**config.mk**
```make
export PLATFORM = sky130hd
export DESIGN_NAME = dou_conv1_ctrl
export DESIGN_NICKNAME = d
export VERILOG_FILES = /design/src/core/dou_pkg.sv /design/src/core/dou_conv1_ctrl.sv
export SDC_FILE = /design/constraint.sdc
export NUM_CORES = 1
export LEC_CHECK = 0
export BUFFER_PORTS_ARGS = -buffer_cell sky130_fd_sc_hd__buf_2
export CORE_MARGIN = 4
export CORE_UTILIZATION = 35
export DETAILED_ROUTE_END_ITERATION = 6
export GPL_ROUTABILITY_DRIVEN = 0
export HOLD_SLACK_MARGIN = 0.08
export MAX_ROUTING_LAYER = met4
export SLEW_MARGIN = 20
export SYNTH_ARGS = -nofsm -noshare
export SYNTH_HDL_FRONTEND = slang
export SYNTH_SLANG_ARGS = --single-unit
```
**constraint.sdc**
```tcl
create_clock -name i_sys_clk -period 3.95 [get_ports i_sys_clk]
set_input_delay 0.1975 -clock i_sys_clk [delete_from_list [all_inputs] [get_ports i_sys_clk]]
set_output_delay 0.1975 -clock i_sys_clk [all_outputs]
set_load 0.02 [all_outputs]
```
**src/core/dou_pkg.sv**
```systemverilog
// Purpose: Shared constants and types for the converter-one update and format block
// Assumes: 8-bit special-function-register bus, one system clock
// Notes:   Offsets are byte addresses on the register bus
package dou_pkg;

    // ----------------------------------------------------------------
    // Register map
    // ----------------------------------------------------------------
    localparam logic [7:0] ADDR_DATA_LOW  = 8'hd5;
    localparam logic [7:0] ADDR_DATA_HIGH = 8'hd6;
    localparam logic [7:0] ADDR_CONTROL   = 8'hd7;

    localparam logic [7:0] RST_DATA_LOW   = 8'h00;
    localparam logic [7:0] RST_DATA_HIGH  = 8'h00;
    localparam logic [7:0] RST_CONTROL    = 8'h00;
    localparam logic [11:0] RST_CODE      = 12'h000;

    // ----------------------------------------------------------------
    // Control register fields
    // ----------------------------------------------------------------
    localparam int CTL_ENABLE_BIT = 7;
    localparam int CTL_MODE_HI    = 4;
    localparam int CTL_MODE_LO    = 3;
    localparam int CTL_FMT_HI     = 2;
    localparam int CTL_FMT_LO     = 0;
    // Writable bits; bits 6 and 5 stay zero
    localparam logic [7:0] CTL_WRITE_MASK = 8'h9f;

    typedef enum logic [1:0] {
        DOU_MODE_ON_WRITE = 2'h0,
        DOU_MODE_TIMER3   = 2'h1,
        DOU_MODE_TIMER4   = 2'h2,
        DOU_MODE_TIMER2   = 2'h3
    } dou_mode_type;

    typedef enum logic [2:0] {
        DOU_FMT_NIBBLE = 3'h0,
        DOU_FMT_FIVE   = 3'h1,
        DOU_FMT_SIX    = 3'h2,
        DOU_FMT_SEVEN  = 3'h3
    } dou_fmt_type;

    // ----------------------------------------------------------------
    // Bus and event carriers
    // ----------------------------------------------------------------
    typedef struct packed {
        logic [7:0] addr;
        logic       wr;
        logic       rd;
        logic [7:0] wdata;
    } dou_sfr_req_type;

    typedef struct packed {
        logic tmr2;
        logic tmr3;
        logic tmr4;
    } dou_ovf_type;

endpackage

```
**src/core/dou_conv1_ctrl.sv**
```systemverilog
// Purpose: Register, update scheduling and word alignment for converter one
// Assumes: Bus and timer overflow inputs synchronous to i_sys_clk, pulses one cycle
// Notes:   Read data appears one cycle after the read strobe
//
// What this block does
// - Enable clear disables pin, shuts converter down
// - Enable set drives pin, converter operational
// - Control bits 6:5 read zero, ignore writes
// - Update mode field sits in control bits 4:3
// - Mode 00 loads latch on high write
// - Mode 01 loads latch on timer 3
// - Mode 10 loads latch on timer 4
// - Mode 11 loads latch on timer 2
// - Data format field sits in control bits 2:0
// - Format 000: high[3:0] over whole low
// - Format 001: high[4:0] over low[7:1]
// - Format 010: high[5:0] over low[7:2]
// - Format 011: high[6:0] over low[7:3]
// - Format 1xx: whole high over low[7:4]
// - Mode 00 holds low write until high write
// - Timer modes hold both bytes until overflow
// - Low reads written value, high reads latched
// - Same behaviour as converter zero, own addresses
`timescale 1ns/1ps
`default_nettype none

module dou_conv1_ctrl (
    input  wire logic                     i_sys_clk,
    input  wire logic                     i_reset_n,
    input  wire dou_pkg::dou_sfr_req_type i_sfr,
    input  wire dou_pkg::dou_ovf_type     i_ovf,
    output logic [7:0]                    o_sfr_rdata,
    output logic [11:0]                   o_conv_code,
    output logic                          o_conv_enable,
    output logic                          o_conv_shutdown
);

    // ----------------------------------------------------------------
    // Alignment of the two bytes into the 12-bit word
    // ----------------------------------------------------------------
    function automatic logic [11:0] fmt_word(input logic [2:0] fmt,
                                             input logic [7:0] hi,
                                             input logic [7:0] lo);
        logic [11:0] w;
        w = 12'h000;
        if (fmt[2]) begin
            w = {hi[7:0], lo[7:4]};
        end else begin
            unique case (dou_pkg::dou_fmt_type'(fmt))
                dou_pkg::DOU_FMT_NIBBLE: w = {hi[3:0], lo[7:0]};
                dou_pkg::DOU_FMT_FIVE:   w = {hi[4:0], lo[7:1]};
                dou_pkg::DOU_FMT_SIX:    w = {hi[5:0], lo[7:2]};
                dou_pkg::DOU_FMT_SEVEN:  w = {hi[6:0], lo[7:3]};
            endcase
        end
        return w;
    endfunction

    // ----------------------------------------------------------------
    // State
    // ----------------------------------------------------------------
    logic [7:0]  low_r;
    logic [7:0]  high_r;
    logic [7:0]  high_lat_r;
    logic [7:0]  ctl_r;
    logic [11:0] code_r;
    logic [7:0]  rdata_r;
    logic        enable_r;
    logic        shutdown_r;

    logic [7:0]  low_nxt;
    logic [7:0]  high_nxt;
    logic [7:0]  high_lat_nxt;
    logic [7:0]  ctl_nxt;
    logic [11:0] code_nxt;
    logic [7:0]  rdata_nxt;

    // ----------------------------------------------------------------
    // Decode
    // ----------------------------------------------------------------
    wire                       wr_low  = i_sfr.wr && (i_sfr.addr == dou_pkg::ADDR_DATA_LOW);
    wire                       wr_high = i_sfr.wr && (i_sfr.addr == dou_pkg::ADDR_DATA_HIGH);
    wire                       wr_ctl  = i_sfr.wr && (i_sfr.addr == dou_pkg::ADDR_CONTROL);
    wire dou_pkg::dou_mode_type mode   =
        dou_pkg::dou_mode_type'(ctl_r[dou_pkg::CTL_MODE_HI:dou_pkg::CTL_MODE_LO]);
    wire [2:0]                 fmt     = ctl_r[dou_pkg::CTL_FMT_HI:dou_pkg::CTL_FMT_LO];
    wire                       en_nxt  = ctl_nxt[dou_pkg::CTL_ENABLE_BIT];

    // Selected overflow; one pulse gives one load
    wire tmr_hit = (mode == dou_pkg::DOU_MODE_TIMER3 && i_ovf.tmr3)
                || (mode == dou_pkg::DOU_MODE_TIMER4 && i_ovf.tmr4)
                || (mode == dou_pkg::DOU_MODE_TIMER2 && i_ovf.tmr2);
    wire wr_load = (mode == dou_pkg::DOU_MODE_ON_WRITE) && wr_high;

    // Write-triggered load sees the new high byte with the held low byte
    wire [11:0] wr_word  = fmt_word(fmt, i_sfr.wdata, low_r);
    // Timer load copies held contents; a same-cycle write lands afterwards
    wire [11:0] tmr_word = fmt_word(fmt, high_r, low_r);

    assign low_nxt      = wr_low ? i_sfr.wdata : low_r;
    assign high_nxt     = wr_high ? i_sfr.wdata : high_r;
    assign ctl_nxt      = wr_ctl ? (i_sfr.wdata & dou_pkg::CTL_WRITE_MASK) : ctl_r;
    assign code_nxt     = wr_load ? wr_word : (tmr_hit ? tmr_word : code_r);
    assign high_lat_nxt = wr_load ? i_sfr.wdata : (tmr_hit ? high_r : high_lat_r);

    // Read mux; low returns written byte, high the latched byte
    assign rdata_nxt = !i_sfr.rd                           ? 8'h00 :
                       (i_sfr.addr == dou_pkg::ADDR_DATA_LOW)  ? low_r :
                       (i_sfr.addr == dou_pkg::ADDR_DATA_HIGH) ? high_lat_r :
                       (i_sfr.addr == dou_pkg::ADDR_CONTROL)   ? ctl_r : 8'h00;

    // ----------------------------------------------------------------
    // Registers
    // ----------------------------------------------------------------
    // Held bytes as written
    always_ff @(posedge i_sys_clk or negedge i_reset_n) begin
        if (!i_reset_n) begin
            low_r  <= dou_pkg::RST_DATA_LOW;
            high_r <= dou_pkg::RST_DATA_HIGH;
        end else begin
            low_r  <= low_nxt;
            high_r <= high_nxt;
        end
    end

    // Control byte
    always_ff @(posedge i_sys_clk or negedge i_reset_n) begin
        if (!i_reset_n) begin
            ctl_r <= dou_pkg::RST_CONTROL;
        end else begin
            ctl_r <= ctl_nxt;
        end
    end

    // Converter input latch and its high byte
    always_ff @(posedge i_sys_clk or negedge i_reset_n) begin
        if (!i_reset_n) begin
            high_lat_r <= dou_pkg::RST_DATA_HIGH;
            code_r     <= dou_pkg::RST_CODE;
        end else begin
            high_lat_r <= high_lat_nxt;
            code_r     <= code_nxt;
        end
    end

    // Read data, one cycle per strobe
    always_ff @(posedge i_sys_clk or negedge i_reset_n) begin
        if (!i_reset_n) begin
            rdata_r <= '0;
        end else begin
            rdata_r <= rdata_nxt;
        end
    end

    // Pin enable and shutdown
    always_ff @(posedge i_sys_clk or negedge i_reset_n) begin
        if (!i_reset_n) begin
            enable_r   <= 1'b0;
            shutdown_r <= 1'b1;
        end else begin
            enable_r   <= en_nxt;
            shutdown_r <= !en_nxt;
        end
    end

    assign o_sfr_rdata     = rdata_r;
    assign o_conv_code     = code_r;
    assign o_conv_enable   = enable_r;
    assign o_conv_shutdown = shutdown_r;
endmodule

`default_nettype wire

```
# --- Yosys cells after proc, flatten, opt, wreduce, memory -nomap -nowiden ---
# Cells that the tools add are included.
word_totals:
  regBits: 51
  wordCells: 43
  inputBits: 23
  output_inout_bits: 22
classes:
  n_mux: 13
  reduce_logical: 13
  n_eq_ne: 9
ops:
  columns: ["operator", "n"]
  rows:
  - ["one-hot mux 12 bit (4 select lines)", 2]
  - ["two-way mux 8 bit", 7]
  - ["two-way mux 12 bit", 4]
  - ["== test 8 bit (second input constant)", 3]
  - ["logical AND 1 bit", 7]
  - ["== test 3 x 2 -> 1 bit (second input constant)", 2]
  - ["== test 2 bit (second input constant)", 2]
  - ["== test 3 x 1 -> 1 bit (second input constant)", 1]
  - ["zero test 3 bit", 1]
  - ["== test 2 x 1 -> 1 bit (second input constant)", 1]
  - ["zero test 2 bit", 1]
  - ["logical OR 1 bit", 2]
  - ["nonzero test 2 bit", 1]
  - ["zero test 1 bit", 1]

# --- Longest topological paths before layout ---
depth:
  ltp_word: 6
  depth_mapped: 8
  depth_no_buf: 5

# --- Worst setup path after synthesis ---
# OpenSTA, ideal clock, no wires.
synth_timing:
  path_type: "reg2reg"
  from: "register ctl_r[4]"
  to: "register code_r[4], in the netlist o_conv_code[4]"
  required_ps: 3827
  path_slack_ps: 2122
  arrival_time_ps: 1705
  setup_ps: 123
  path_buffers: 1
  path_stages_with_launch: 7
  synth_period_minus_slack_ps: 1828
  cell_sequence: "dfrtp_1 > or2_1 > or4_1 > buf_2 > mux2_4 > mux2i_1 > a21oi_1"
synth_between:
  elab_chain_cells: 5
  word_cells_on_any_way: 12
  cone_classes: "3 x eq/ne; 1 x mux; 8 x reduce/logical"
synth_rtl:
  columns: ["item", "line", "text"]
  rows:
  - ["start: declaration", "dou_conv1_ctrl.sv:65", "logic [7:0] ctl_r;"]
  - ["start signal: assignment", "dou_conv1_ctrl.sv:129", "ctl_r <= dou_pkg::RST_CONTROL;"]
  - ["start signal: assignment", "dou_conv1_ctrl.sv:131", "ctl_r <= ctl_nxt;"]
  - ["== test 2 x 1 -> 1 bit or == test 2 bit (tied branches)", "dou_conv1_ctrl.sv:90, dou_conv1_ctrl.sv:91", null]
  - ["logical AND 1 bit, on equally long branches", "dou_conv1_ctrl.sv:90, dou_conv1_ctrl.sv:91", null]
  - ["logical OR 1 bit", "dou_conv1_ctrl.sv:91", "|| (mode == dou_pkg::DOU_MODE_TIMER4 && i_ovf.tmr4)"]
  - ["logical OR 1 bit", "dou_conv1_ctrl.sv:92", "|| (mode == dou_pkg::DOU_MODE_TIMER2 && i_ovf.tmr2);"]
  - ["nonzero test 2 bit (no line)", null, null]
  - ["end signal: assignment", "dou_conv1_ctrl.sv:139", "code_r <= dou_pkg::RST_CODE;"]
  - ["end signal: assignment", "dou_conv1_ctrl.sv:142", "code_r <= code_nxt;"]
  - ["end: declaration", "dou_conv1_ctrl.sv:66", "logic [11:0] code_r;"]
# Parallel ways exist; a longest one is shown, timed or not.
# A chain may end at the register's enable or synchronous reset.

# --- Final worst setup path ---
layout_timing:
  from: "register ctl_r[4]"
  to: "register code_r[8], in the netlist o_conv_code[8]"
# The elaborated chain is that of the path after synthesis.

==> impl_metrics.json <==
{
  "core_sq_um": 7730,
  "syn_avg_cell_area_sq_um": 10.5,
  "most-common-layout-cells": "49 x dfrtp_1, 44 x nor2_1, 44 x buf_2, 30 x a21oi_1, 29 x mux2_2",
  "final_max_slew_viol_count": 0,
  "fmaxAchievable_ghz": 0.422,
  "startpoint_type": "flip-flop",
  "grt_overflow": 0,
  "place_area_sq_um": 3060,
  "stdcell_area_sq_um": 3180,
  "p_leak_nw": 1.45,
  "seq_area_frac_synth_pct": 46.1,
  "outcome": "finished, final reports clean",
  "cp.arrival_ps": 2530,
  "powerDensity_nw_per_um2": 404,
  "start_util_pct": 35.9,
  "hold_viol_final": 0,
  "final_common_cell": "dfrtp_1",
  "clkTransAtPathRegs_ps": 100,
  "rows": 32,
  "ir_worst_vdd_mv": 0.150,
  "place.port_buffers": 44,
  "synth_cells": 264,
  "area_growth_pct": 14.8,
  "dp_cells": 396,
  "utilization_pct": 41.2,
  "vias_per_cell": 5.20,
  "period_share_pct": 60.0,
  "worstMarginPinSlew_ps": 827,
  "fp.dieW_um": 97.0,
  "required_ps": 4110,
  "grtUsageTotal_pct": 15.1,
  "synth_area_sq_um": 2770,
  "post_cts_resize_count": 0,
  "rsz0062_at_grt": "no",
  "clkLatencyLatePin_ps": 310,
  "cts_root_buf": "clkbuf_8",
  "nFillCells": 781,
  "finalNonFillerCells": 405,
  "synth_warnings": 0,
  "dp_hpwl_mm": 4.79,
  "die_height_um": 97.0,
  "diodes": 0,
  "critical_path_class": "reg2reg",
  "drive_gt1_share_pct": 30.7,
  "cts.sinks": 51,
  "grt_pass1_wl_mm": 11.0,
  "drt_wl_total_mm": 6.79,
  "grt_max_degree": 52,
  "routedWlPerCell_um": 16.8,
  "hold_buffers": 1,
  "multi_input_comb_area_sq_um": 1400,
  "ys_ff_latch": 51,
  "num-nets-final": 325,
  "setup_tns_ps": 0,
  "drc": 0,
  "antenna_found_initial": 0,
  "grt_pass1_vias": 1950,
  "cts_tree": "built",
  "finalSetupViolCount": 0,
  "post-cts-setup-buffer-count": 0,
  "numCtsBuffers": 5,
  "synth_cell_types": 33,
  "layout.area.seq_sq_um": 1280,
  "skew_ps": 10.3,
  "ant_nets": 0,
  "firstDrtPassIters": 4,
  "whs_ps": 127,
  "hold_class": "in2reg",
  "drv_cap": 0,
  "vias": 2108,
  "ios": 45,
  "syn-num-nets": 287,
  "endpoint_kind": "flip-flop",
  "critPathMaxFanout": 23,
  "drtIter0Drc": 92,
  "slew_headroom_pct": 44.7,
  "period_needed_ps": 2370,
  "htreeDepth": 2,
  "clockBufferDepth": 2,
  "die_area_sq_um": 9410
}
[cells by family (layout without fill, tap and decap cells)]
kind of cell	after synthesis	count (layout)	synth area share, %
mux	64	64	27.0
buf+inv	19	58	3.29
flops	51	51	46.1
compound gates	53	53	11.1
simple gates	77	77	12.6
[through the flow]
| step | setup slack (ps) | power (mW) |
|---|---|---|
| 3_5_place_dp | 1610 | 0.929 |
| 4_1_cts | 1570 | 1.30 |
| 2_1_floorplan | 2120 | 0.820 |
| 5_1_grt | 1410 | 1.35 |
| 6_report | 1580 | 1.28 |
| 3_3_place_gp | 1680 | 0.926 |
[critical path, cell delays in order (launching register included)]
cell	delay (ps)
dfrtp_1	450
or2_1	240
or4_1	840
and2_1	380
a22oi_1	190
o21ai_0	110
[registers in the layout, summed over array words and instances, names as in the netlist]
name and cells:
high_r 8, low_r 8, high_lat_r 8, ctl_r 6, o_conv_code 12, o_sfr_rdata 8, o_conv_shutdown 1
[final timing paths]
check	start	end	slack [ps]	depth (start not counted)
hold / removal	i_sfr[7]	o_conv_shutdown	130	2
min in group asynchronous	i_reset_n	o_conv_code[0]	530	3
hold reg to reg	ctl_r[7]	o_conv_shutdown	500	1
setup / recovery	ctl_r[4]	o_conv_code[8]	1580	5
max in group asynchronous	i_reset_n	ctl_r[2]	2950	3
setup reg to reg	ctl_r[4]	o_conv_code[8]	1580	5
[cells in the mapped netlist (all sizes together)]
cell	instances	area share, %
mux2	30	12
nor2b	5	1.1
buf	10	2.1
o211ai	1	0.27
nand3	2	0.36
mux2i	29	11
and3	2	0.45
dfstp	1	0.95
inv	2	0.27
or4	1	0.27
nand4b	1	0.32
a22oi	4	1.1
a21o	1	0.27
a211oi	9	2.4
nor4	6	1.4
dfrtp	50	45
nor3	2	0.36
nand2	9	1.2
nand2b	2	0.45
a21oi	30	5.4
clkbuf	7	0.95
and2	1	0.23
nand3b	1	0.27
o21ai	7	1.3
nor2	44	6.0
or2	1	0.23
mux4	5	4.1
o22a	1	0.32
[area by class of cell]
| type | count | area share [%] |
|---|---|---|
| flip-flops and latches | 51 | 40.2 |
| inverters | 2 | 0.236 |
| clock inverters | 3 | 1.38 |
| clock buffers | 5 | 2.16 |
| repair buffers | 48 | 7.94 |
| multi-input cells | 194 | 44.1 |
| well taps | 102 | 4.01 |
[layer usage]
| metal | GRT usage, % | wire length (um) | vias to the layer above |
|---|---|---|---|
| met3 | 3.17 | 339 | 5 |
| met2 | 22.9 | 3230 | 52 |
| met4 | 3.56 | 65 | 0 |
| met5 | - | 0 | - |
| met1 | 20.9 | 3150 | 1017 |
| li1 | - | - | 1034 |
[power by group]
part / switching (mW) / internal [mW]
logic: 0.152 / 0.113
clock network: 0.182 / 0.189
registers: 0.0598 / 0.589
total: 0.394 / 0.891
Power figures use the tool's default switching activity.
